==> config.mk <==
export PLATFORM = sky130hd
export DESIGN_NAME = freewheel_and_gate_current_config
export DESIGN_NICKNAME = d
export VERILOG_FILES = /design/src/hw/fw_gate_pkg.sv /design/src/hw/freewheel_and_gate_current_config.sv
export VERILOG_INCLUDE_DIRS = /design/src /design/src/hw
export SDC_FILE = /design/constraint.sdc
export NUM_CORES = 1
export LEC_CHECK = 0
export BUFFER_PORTS_ARGS = -buffer_cell sky130_fd_sc_hd__buf_4
export CORE_ASPECT_RATIO = 0.75
export CORE_MARGIN = 10
export CORE_UTILIZATION = 30
export DETAILED_ROUTE_END_ITERATION = 10
export RECOVER_POWER = 100
export SYNTH_ARGS = -nofsm -noshare
export SYNTH_HDL_FRONTEND = slang
export SYNTH_SLANG_ARGS = --single-unit
==> constraint.sdc <==
create_clock -name clk -period 3.02 [get_ports clk]
set_input_delay 0.604 -clock clk [delete_from_list [all_inputs] [get_ports clk]]
set_output_delay 0.604 -clock clk [all_outputs]
set_load 0.01 [all_outputs]
==> src/hw/fw_gate_defines.svh <==
`ifndef FW_GATE_DEFINES_SVH
`define FW_GATE_DEFINES_SVH

// ----------------------------------------
// Register indices (byte address = 4 * index)
// ----------------------------------------
`define IDX_BRIDGE_STATE_A 6'h08
`define IDX_BRIDGE_STATE_B 6'h09
`define IDX_PWM_SOURCE_A 6'h0b
`define IDX_PWM_SOURCE_B 6'h0c
`define IDX_DRIVE_SIDE 6'h0d
`define IDX_FREEWHEEL 6'h0e
`define IDX_GATE_CURRENT1 6'h0f
`define IDX_LOW_CURRENT 6'h1a
`define IDX_GATE_STATUS 6'h1b

// ----------------------------------------
// Reset values
// ----------------------------------------
`define RST_BRIDGE_STATE 8'h00
`define RST_PWM_SOURCE_A 8'h05
`define RST_PWM_SOURCE_B 8'haf
`define RST_DRIVE_SIDE 8'h00
`define RST_FREEWHEEL 8'h00
`define RST_GATE_CURRENT1 8'hff
`define RST_LOW_CURRENT 1'h0

// ----------------------------------------
// Field positions
// ----------------------------------------
`define SOURCE_CODE_MSB 7
`define SOURCE_CODE_LSB 4
`define SINK_CODE_MSB 3
`define SINK_CODE_LSB 0
`define NUM_BRIDGES 8

`endif

==> src/hw/fw_gate_pkg.sv <==
package fw_gate_pkg;

  // ----------------------------------------
  // Types
  // ----------------------------------------
  typedef enum logic [1:0] {
    MODE_HIZ,
    MODE_DRIVE_LOW,
    MODE_DRIVE_HIGH,
    MODE_PWM
  } bridge_mode_t;

  typedef struct packed {
    logic [7:0] high;
    logic [7:0] low;
  } gate_cmd_t;

  typedef struct packed {
    logic [15:0] sourceUa;
    logic [15:0] sinkUa;
  } gate_current_t;

endpackage : fw_gate_pkg

==> src/hw/freewheel_and_gate_current_config.sv <==
`include "fw_gate_defines.svh"

// Notes on behaviour
// - Freewheel byte, bridge 1 at bit 7
// - Select 0 drives complementary with inverted PWM
// - Select 1 leaves complementary off, diode recirculates
// - Freewheel bits reset to zero, active freewheeling
// - Bridge 1 current byte sets source and sink
// - Upper nibble source code, resets all ones
// - Lower nibble sink code, resets all ones
// - Codes map monotonically to sixteen current steps
// - Low-current option selects reduced current table
// - Side bit picks drive MOSFET, freewheel other
// - PWM settings apply only in PWM mode
module freewheel_and_gate_current_config (
  input wire logic clk,
  input wire logic rst_n,
  input wire logic [7:0] address,
  input wire logic read,
  input wire logic write,
  input wire logic [31:0] writedata,
  input wire logic [3:0] byteenable,
  output logic [31:0] readdata,
  output logic waitrequest,
  input wire logic [3:0] pwmIn,
  output fw_gate_pkg::gate_cmd_t gateCmd,
  output fw_gate_pkg::gate_current_t bridge1Current
);

  // ----------------------------------------
  // Functions
  // ----------------------------------------
  function automatic logic [15:0] code_to_ua(input logic [3:0] code, input logic lowOpt);
    logic [15:0] normal [16];
    logic [15:0] reduced [16];
    normal = '{16'h01f4, 16'h03e8, 16'h07d0, 16'h0bb8, 16'h0fa0, 16'h1388, 16'h1770,
               16'h1b58, 16'h1f40, 16'h2ee0, 16'h3e80, 16'h4e20, 16'h5dc0, 16'h7918,
               16'hbb80, 16'hf230};
    reduced = '{16'h0032, 16'h006e, 16'h00aa, 16'h00e6, 16'h0122, 16'h015e, 16'h019a,
                16'h0258, 16'h02d5, 16'h0352, 16'h03e8, 16'h04b0, 16'h0578, 16'h0640,
                16'h0708, 16'h08fc};
    return lowOpt ? reduced[code] : normal[code];
  endfunction : code_to_ua

  function automatic logic [2:0] bit_of_bridge(input int n);
    return 3'((`NUM_BRIDGES - 1) - n);
  endfunction : bit_of_bridge

  // ----------------------------------------
  // Registers
  // ----------------------------------------
  logic [7:0] stateA_reg;
  logic [7:0] stateB_reg;
  logic [7:0] pwmSourceA_reg;
  logic [7:0] pwmSourceB_reg;
  logic [7:0] driveSide_reg;
  logic [7:0] freewheel_reg;
  logic [7:0] gateCurrent1_reg;
  logic lowCurrent_reg;
  logic ack_reg;
  logic [31:0] readdata_reg;
  fw_gate_pkg::gate_cmd_t gateCmd_reg;
  fw_gate_pkg::gate_cmd_t gateCmd_next;
  fw_gate_pkg::gate_current_t current_reg;
  fw_gate_pkg::gate_current_t current_next;

  // ----------------------------------------
  // Bus decode
  // ----------------------------------------
  wire logic request = read | write;
  wire logic [5:0] index = address[7:2];
  wire logic writeEn = write & ack_reg & byteenable[0];
  wire logic wrStateA = writeEn & (index == `IDX_BRIDGE_STATE_A);
  wire logic wrStateB = writeEn & (index == `IDX_BRIDGE_STATE_B);
  wire logic wrSourceA = writeEn & (index == `IDX_PWM_SOURCE_A);
  wire logic wrSourceB = writeEn & (index == `IDX_PWM_SOURCE_B);
  wire logic wrSide = writeEn & (index == `IDX_DRIVE_SIDE);
  wire logic wrFreewheel = writeEn & (index == `IDX_FREEWHEEL);
  wire logic wrCurrent1 = writeEn & (index == `IDX_GATE_CURRENT1);
  wire logic wrLowCurrent = writeEn & (index == `IDX_LOW_CURRENT);
  logic [7:0] readMux;

  always_comb begin
    case (index)
      `IDX_BRIDGE_STATE_A: readMux = stateA_reg;
      `IDX_BRIDGE_STATE_B: readMux = stateB_reg;
      `IDX_PWM_SOURCE_A: readMux = pwmSourceA_reg;
      `IDX_PWM_SOURCE_B: readMux = pwmSourceB_reg;
      `IDX_DRIVE_SIDE: readMux = driveSide_reg;
      `IDX_FREEWHEEL: readMux = freewheel_reg;
      `IDX_GATE_CURRENT1: readMux = gateCurrent1_reg;
      `IDX_LOW_CURRENT: readMux = {7'h00, lowCurrent_reg};
      `IDX_GATE_STATUS: readMux = gateCmd_reg.high | 8'h00;
      default: readMux = 8'h00;
    endcase
  end

  wire logic [31:0] readWord = (index == `IDX_GATE_STATUS) ?
                               {16'h0000, gateCmd_reg.high, gateCmd_reg.low} :
                               {24'h000000, readMux};

  assign waitrequest = request & ~ack_reg;
  assign readdata = readdata_reg;

  always_ff @(posedge clk or negedge rst_n) begin
    if (!rst_n) begin
      ack_reg <= 1'b0;
      readdata_reg <= 32'h00000000;
    end else begin
      ack_reg <= request & ~ack_reg;
      if (read & ~ack_reg) begin
        readdata_reg <= readWord;
      end
    end
  end

  // ----------------------------------------
  // Configuration registers
  // ----------------------------------------
  always_ff @(posedge clk or negedge rst_n) begin
    if (!rst_n) begin
      stateA_reg <= `RST_BRIDGE_STATE;
      stateB_reg <= `RST_BRIDGE_STATE;
      pwmSourceA_reg <= `RST_PWM_SOURCE_A;
      pwmSourceB_reg <= `RST_PWM_SOURCE_B;
      driveSide_reg <= `RST_DRIVE_SIDE;
      freewheel_reg <= `RST_FREEWHEEL;
      gateCurrent1_reg <= `RST_GATE_CURRENT1;
      lowCurrent_reg <= `RST_LOW_CURRENT;
    end else begin
      if (wrStateA) stateA_reg <= writedata[7:0];
      if (wrStateB) stateB_reg <= writedata[7:0];
      if (wrSourceA) pwmSourceA_reg <= writedata[7:0];
      if (wrSourceB) pwmSourceB_reg <= writedata[7:0];
      if (wrSide) driveSide_reg <= writedata[7:0];
      if (wrFreewheel) freewheel_reg <= writedata[7:0];
      if (wrCurrent1) gateCurrent1_reg <= writedata[7:0];
      if (wrLowCurrent) lowCurrent_reg <= writedata[0];
    end
  end

  // ----------------------------------------
  // Gate command generation
  // ----------------------------------------
  wire logic [15:0] stateAll = {stateA_reg, stateB_reg};
  wire logic [15:0] sourceAll = {pwmSourceA_reg, pwmSourceB_reg};

  always_comb begin
    logic [1:0] sel;
    logic pwm;
    logic side;
    logic fw;
    sel = 2'h0;
    pwm = 1'b0;
    side = 1'b0;
    fw = 1'b0;
    gateCmd_next = '0;
    for (int n = 0; n < `NUM_BRIDGES; n++) begin
      sel = sourceAll[2 * bit_of_bridge(n) +: 2];
      pwm = pwmIn[sel];
      side = driveSide_reg[bit_of_bridge(n)];
      fw = freewheel_reg[bit_of_bridge(n)];
      case (fw_gate_pkg::bridge_mode_t'(stateAll[2 * bit_of_bridge(n) +: 2]))
        fw_gate_pkg::MODE_HIZ: begin
          gateCmd_next.high[bit_of_bridge(n)] = 1'b0;
          gateCmd_next.low[bit_of_bridge(n)] = 1'b0;
        end
        fw_gate_pkg::MODE_DRIVE_LOW: begin
          gateCmd_next.high[bit_of_bridge(n)] = 1'b0;
          gateCmd_next.low[bit_of_bridge(n)] = 1'b1;
        end
        fw_gate_pkg::MODE_DRIVE_HIGH: begin
          gateCmd_next.high[bit_of_bridge(n)] = 1'b1;
          gateCmd_next.low[bit_of_bridge(n)] = 1'b0;
        end
        fw_gate_pkg::MODE_PWM: begin
          gateCmd_next.high[bit_of_bridge(n)] = side ? (~pwm & ~fw) : pwm;
          gateCmd_next.low[bit_of_bridge(n)] = side ? pwm : (~pwm & ~fw);
        end
        default: begin
          gateCmd_next.high[bit_of_bridge(n)] = 1'b0;
          gateCmd_next.low[bit_of_bridge(n)] = 1'b0;
        end
      endcase
    end
  end

  assign current_next.sourceUa = code_to_ua(
    gateCurrent1_reg[`SOURCE_CODE_MSB:`SOURCE_CODE_LSB], lowCurrent_reg);
  assign current_next.sinkUa = code_to_ua(
    gateCurrent1_reg[`SINK_CODE_MSB:`SINK_CODE_LSB], lowCurrent_reg);

  always_ff @(posedge clk or negedge rst_n) begin
    if (!rst_n) begin
      gateCmd_reg <= '0;
      current_reg <= '0;
    end else begin
      gateCmd_reg <= gateCmd_next;
      current_reg <= current_next;
    end
  end

  assign gateCmd = gateCmd_reg;
  assign bridge1Current = current_reg;
endmodule : freewheel_and_gate_current_config

==> impl_metrics.json, run 1 <==
{
  "grt_usage": 0.130,
  "grt_overflow": 0,
  "cts_resized": 0,
  "hold_buffers": 0,
  "cts.clk_slew.worst_paths_ns": 0.06,
  "routed_wl_um": 18100,
  "drtIter0Drc": 307,
  "cts_tree": "built",
  "die_area_um2": 27900,
  "fin_setup_tns_ns": 0,
  "layout_common_cells": "dfrtp_1 (106), clkbuf_1 (71), mux2_2 (60)",
  "period_share": 0.837,
  "synth_area_leader_cell": "dfrtp_1",
  "clockBufferDepth": 2,
  "slew_headroom": -0.154,
  "final_common_cell": "dfrtp_1",
  "finalWorstSetupSlack_ns": 0.492,
  "critPathKind": "input pin to register",
  "hold_path_end": "readdata[8]",
  "whs_path_depth": 2,
  "via_count": 4763,
  "synth_seq_cells": 122,
  "powerDensity_nw_per_um2": 588,
  "cp_max_fo": 8,
  "hold_path.class": "register to register",
  "worst_hold_slack_ns": 0.460,
  "r2r.worst_path.cells": 5,
  "port_buffers": 87,
  "finClkSkew_ns": 0.00583,
  "syn_avg_cell_area_um2": 11.2,
  "synth.area.top_cells": "dfrtp_1 (41%), mux2_2 (10%), dfstp_2 (6.5%)",
  "final_cells": 958,
  "place_ws_ns": 0.543,
  "synthCells": 576,
  "drv_cap": 1,
  "insertion_delay_ns": 0.41,
  "grt_pass1_vias": 4865,
  "p_leak_nw": 3.23,
  "drive_gt1_frac": 0.221,
  "viasPerCell": 4.97,
  "final.min_clock_period_ns": 2.53,
  "rows": 46,
  "peakVddDrop_mv": 0.389,
  "r2r-end": "bridge1Current[19]",
  "worst_ep_arrival_time_ns": 2.83,
  "fmax_mhz": 396,
  "start_kind": "input pin",
  "rsz0062_at_grt": "no",
  "async_flop_share": 1.00,
  "dp_cells": 926,
  "final_nets": 725,
  "yosysSeqAreaShare": 0.476,
  "ant_nets": 0,
  "path_cells": "clkbuf_1, or3b_1, nor4_1, nand2_4, mux2_2",
  "tightest_slew_ns": 1.73,
  "cts-htree-levels": 4,
  "slowest_stage": "nor4_1",
  "min-delay-start": "readdata[8]",
  "num_antenna_cells": 0,
  "synth_edf_count": 0,
  "fillers": 2199,
  "wl_per_cell_um": 18.9,
  "coreArea_um2": 21200,
  "die_y_um": 147,
  "antenna_found_initial": 0,
  "violations": "max-capacitance violations, max-slew violations",
  "start_util": 0.305,
  "numCtsBuffers": 17,
  "slew_viol_final": 30,
  "path_buf_inv": 1,
  "drt_pass1_iterations": 4,
  "cp_top_family": "simple AND/OR/NAND/NOR gates",
  "endpoint_kind": "register",
  "max_stage_delay_ns": 1.02,
  "outcome": "complete, but fails checks",
  "hold_viol": 0,
  "final_area_um2": 7610,
  "ys_types": 53,
  "largest_reg_flops": 32,
  "setup_viol": 0,
  "die-width_um": 189,
  "synth-main-ff-cell": "dfrtp_1",
  "root_buffer": "clkbuf_16",
  "placed_cell_area_um2": 7300,
  "gp_congestion": 0.801,
  "r2r_setup_slack_ns": 0.64,
  "yosys.area.top_type_share": 0.411,
  "postCtsSetupBuffers": 0,
  "syn_to_final_growth_pct": 17.9,
  "io_pins": 133,
  "cp.required_ns": 3.32,
  "r2r-start": "gateCurrent1_reg[5]",
  "grt_max_degree": 59,
  "grt_pass1_wl_um": 28300,
  "yosysWarnings": 0,
  "numClockSinks": 122,
  "dp_hpwl_um": 12700,
  "drcViolationCount": 0,
  "synth_area_um2": 6460
}
[through the flow]
step | total power, W | util
2_1_floorplan | 0.00219 | -
3_3_place_gp | 0.00244 | 0.345
3_5_place_dp | 0.00245 | 0.345
4_1_cts | 0.00459 | 0.374
5_1_grt | 0.00468 | 0.360
6_report | 0.00448 | 0.360
[cells in the mapped netlist (3+ instances only)]
cell / n
o22ai_1: 4
nand2b_1: 5
nor3_1: 18
nand2_1: 49
a211oi_1: 5
a22oi_1: 6
o21a_1: 8
o21ai_0: 19
a311oi_1: 3
or3_1: 5
mux4_2: 18
mux2_2: 60
mux2i_1: 15
dfstp_2: 16
buf_4: 19
a31oi_1: 15
clkbuf_1: 24
dfrtp_1: 106
a221oi_1: 8
a21boi_0: 8
and3_1: 3
nor2b_1: 7
inv_1: 22
ha_1: 16
nand3_1: 18
a21oi_1: 31
o211ai_1: 6
nor2_1: 29
[final cells by class]
type	count	area, µm²	share of cell area
clock inverters	13	175	0.0230
inverters	23	86.3	0.0113
clock buffers	19	443	0.0582
repair buffers	97	478	0.0628
multi-input cells	396	3000	0.394
well taps	288	360	0.0473
flip-flops and latches	122	3070	0.404
[kinds of logic (layout without fill, tap and decap cells)]
| group | count (synthesis) | after routing | synth area share |
|---|---|---|---|
| buffers and inverters | 73 | 152 | 0.0625 |
| DFF | 122 | 122 | 0.476 |
| and+or+nand+nor | 151 | 151 | 0.119 |
| AOI/OAI and AO/OA | 120 | 120 | 0.120 |
| adders and majority gates | 16 | 16 | 0.0310 |
| muxes | 93 | 93 | 0.191 |
| other | 1 | 16 | 0.000580 |
[worst reg2reg max path, delay by kind of cell, from the launching register on]
family	cells	cell delay (ns)
fa+ha+maj	1	0.53
buf+inv	2	0.39
mux	1	0.47
flops	1	0.77
compound gates	1	0.16
[worst max path at each step]
| stage | end | from | cells past startpoint | slack, ns |
|---|---|---|---|---|
| floorplan | pwmSourceA_reg[1] | address[7] | 6 | 0.90 |
| global placement | pwmSourceA_reg[6] | address[7] | 5 | 0.55 |
| detailed placement | pwmSourceA_reg[3] | address[7] | 5 | 0.54 |
| CTS | bridge1Current[19] | gateCurrent1_reg[5] | 5 | 0.85 |
| global route | stateA_reg[6] | address[7] | 5 | 0.42 |
| finish | stateA_reg[4] | address[7] | 5 | 0.49 |
[per-layer routing]
metal,vias up,part of all wire,global-route usage
li1,2226,-,-
met5,-,0,0
met4,0,0.013,0.0368
met1,2410,0.46,0.173
met3,16,0.064,0.0478
met2,111,0.46,0.193
[power breakdown]
group          internal [W]  leakage, nW  switching [W]  total, W
logic              0.000206         1.37       0.000307  0.000513
registers           0.00175         1.56      0.0000945   0.00184
clock network       0.00139        0.295       0.000735   0.00213
total               0.00334         3.23        0.00114   0.00448
No activity file was read; power rests on OpenSTA's default activity.
==> inputs of run 2 (changes only) <==
- clock period: 3.02 -> 2.2 ns (I/O delays scaled with it)
==> run 2 against run 1 <==
  * The flow now finishes without violations
  * Die area unchanged
  * Sequential cell count unchanged
  * Power up 36%
  * Core utilization up 0.53 points
  * Non-clock buffer count up 24
  * Clock power up 33%
  * Global-route usage about the same
  * Cell count up 2.4%
==> impl_metrics.json, run 2 (same netlist as run 1, synthesis figures left out) <==
{
  "outcome": "finished, final reports clean",
  "final_area_um2": 7730,
  "slew_viol_final": 0,
  "start_kind": "input pin",
  "antenna_found_initial": 0,
  "port_buffers": 87,
  "cts_resized": 0,
  "r2r-end": "bridge1Current[3]",
  "clockBufferDepth": 2,
  "grt_pass1_vias": 4880,
  "coreArea_um2": 21200,
  "numCtsBuffers": 17,
  "tightest_slew_ns": 0.841,
  "critPathKind": "input pin to register",
  "insertion_delay_ns": 0.42,
  "grt_max_degree": 62,
  "endpoint": "pwmSourceA_reg[1]",
  "powerDensity_nw_per_um2": 786,
  "period_share": 0.951,
  "grt_pass1_wl_um": 28200,
  "io_pins": 133,
  "final_nets": 749,
  "numClockSinks": 122,
  "largest_reg_flops": 32,
  "wl_per_cell_um": 18.5,
  "dp_cells": 949,
  "start_util": 0.305,
  "grt_usage": 0.130,
  "via_count": 4862,
  "root_buffer": "clkbuf_16",
  "endpoint_kind": "register",
  "final_cells": 981,
  "fin_setup_tns_ns": 0,
  "drive_gt1_frac": 0.231,
  "final_common_cell": "dfrtp_1",
  "layout_common_cells": "dfrtp_1 (106), clkbuf_1 (84), mux2_2 (60)",
  "num_antenna_cells": 0,
  "worst_ep_arrival_time_ns": 2.39,
  "placed_cell_area_um2": 7500,
  "cts.clk_slew.worst_paths_ns": 0.05,
  "drtIter0Drc": 346,
  "cp_max_fo": 8,
  "die_area_um2": 27900,
  "syn_to_final_growth_pct": 19.6,
  "hold_buffers": 1,
  "hold_path.class": "input pin to register",
  "p_total_w": 0.00607,
  "cp.required_ns": 2.49,
  "cts_tree": "built",
  "final.min_clock_period_ns": 2.09,
  "drt_pass1_iterations": 5,
  "ant_nets": 0,
  "drcViolationCount": 0,
  "cts-htree-levels": 4,
  "die-width_um": 189,
  "setup_viol": 0,
  "whs_path_depth": 3,
  "gp_congestion": 0.840,
  "fmax_mhz": 478,
  "r2r_setup_slack_ns": 0.19,
  "routed_wl_um": 18200,
  "peakVddDrop_mv": 0.515,
  "fillers": 2174,
  "dp_hpwl_um": 13000,
  "postCtsSetupBuffers": 0,
  "rsz0062_at_grt": "no",
  "finClkSkew_ns": 0.00809,
  "viasPerCell": 4.96,
  "rows": 46,
  "r2r.worst_path.cells": 5,
  "crit_start": "address[7]",
  "hold_viol": 0,
  "slew_headroom": 0.440,
  "final_core_util": 0.365,
  "r2r-start": "gateCurrent1_reg[0]",
  "die_y_um": 147,
  "grt_overflow": 0,
  "p_leak_nw": 3.30,
  "drv_cap": 0
}
-- run 2: cell types whose count changed in the layout (fill, tap and decap cells not counted), sizes merged --
cell and change:
buf +8, clkinvlp -3, clkinv -1, bufinv -1
dlygate4sd3 +1, clkbuf +19
-- run 2: cell type report --
| cell class | count | area, µm² | share of cell area |
|---|---|---|---|
| clock inverter | 8 | 118 | 0.0152 |
| multi-input combinational | 396 | 2990 | 0.388 |
| inverter | 23 | 86.3 | 0.0112 |
| tap | 288 | 360 | 0.0466 |
| sequential | 122 | 3070 | 0.398 |
| clock buffer | 23 | 478 | 0.0619 |
| timing repair buffer | 121 | 617 | 0.0798 |
-- run 2: how the worst min path moves through the flow --
| stage | end | slack, ns | start |
|---|---|---|---|
| 2_1_floorplan | ack_reg | 0.14 | rst_n |
| 3_3_place_gp | ack_reg | 0.25 | rst_n |
| 3_5_place_dp | ack_reg | 0.25 | rst_n |
| 4_1_cts | ack_reg | 0.30 | write |
| 5_1_grt | freewheel_reg[6] | 0.31 | writedata[6] |
| 6_report | ack_reg | 0.31 | write |
-- run 2: metrics by stage --
step	hold slack [ns]	setup WS (ns)
global route	0.308	0.0599
finish	0.306	0.108
CTS	0.298	0.208
floorplan	0.144	0.226
detailed placement	0.251	0.0768
global placement	0.250	0.0942
-- run 2: power by group --
part           internal [W]  leakage, nW  switching (W)
Sequential          0.00240         1.56       0.000114
Combinational      0.000295         1.44       0.000438
Clock               0.00186        0.293       0.000972
-- run 2: critical path: stages --
cell      delay (ns)
clkbuf_4        0.11
or3b_1          0.47
nor3_1          0.33
and2_0          0.18
clkbuf_1        0.45
mux2_2          0.40
-- run 2: layer usage --
metal | vias to the layer above | routed length [µm] | track usage | part of all wire
met5 | - | 0 | 0 | 0
met4 | 0 | 306 | 0.0491 | 0.017
met3 | 20 | 963 | 0.0407 | 0.053
met2 | 126 | 8450 | 0.191 | 0.46
met1 | 2431 | 8480 | 0.174 | 0.47
li1 | 2285 | - | - | -
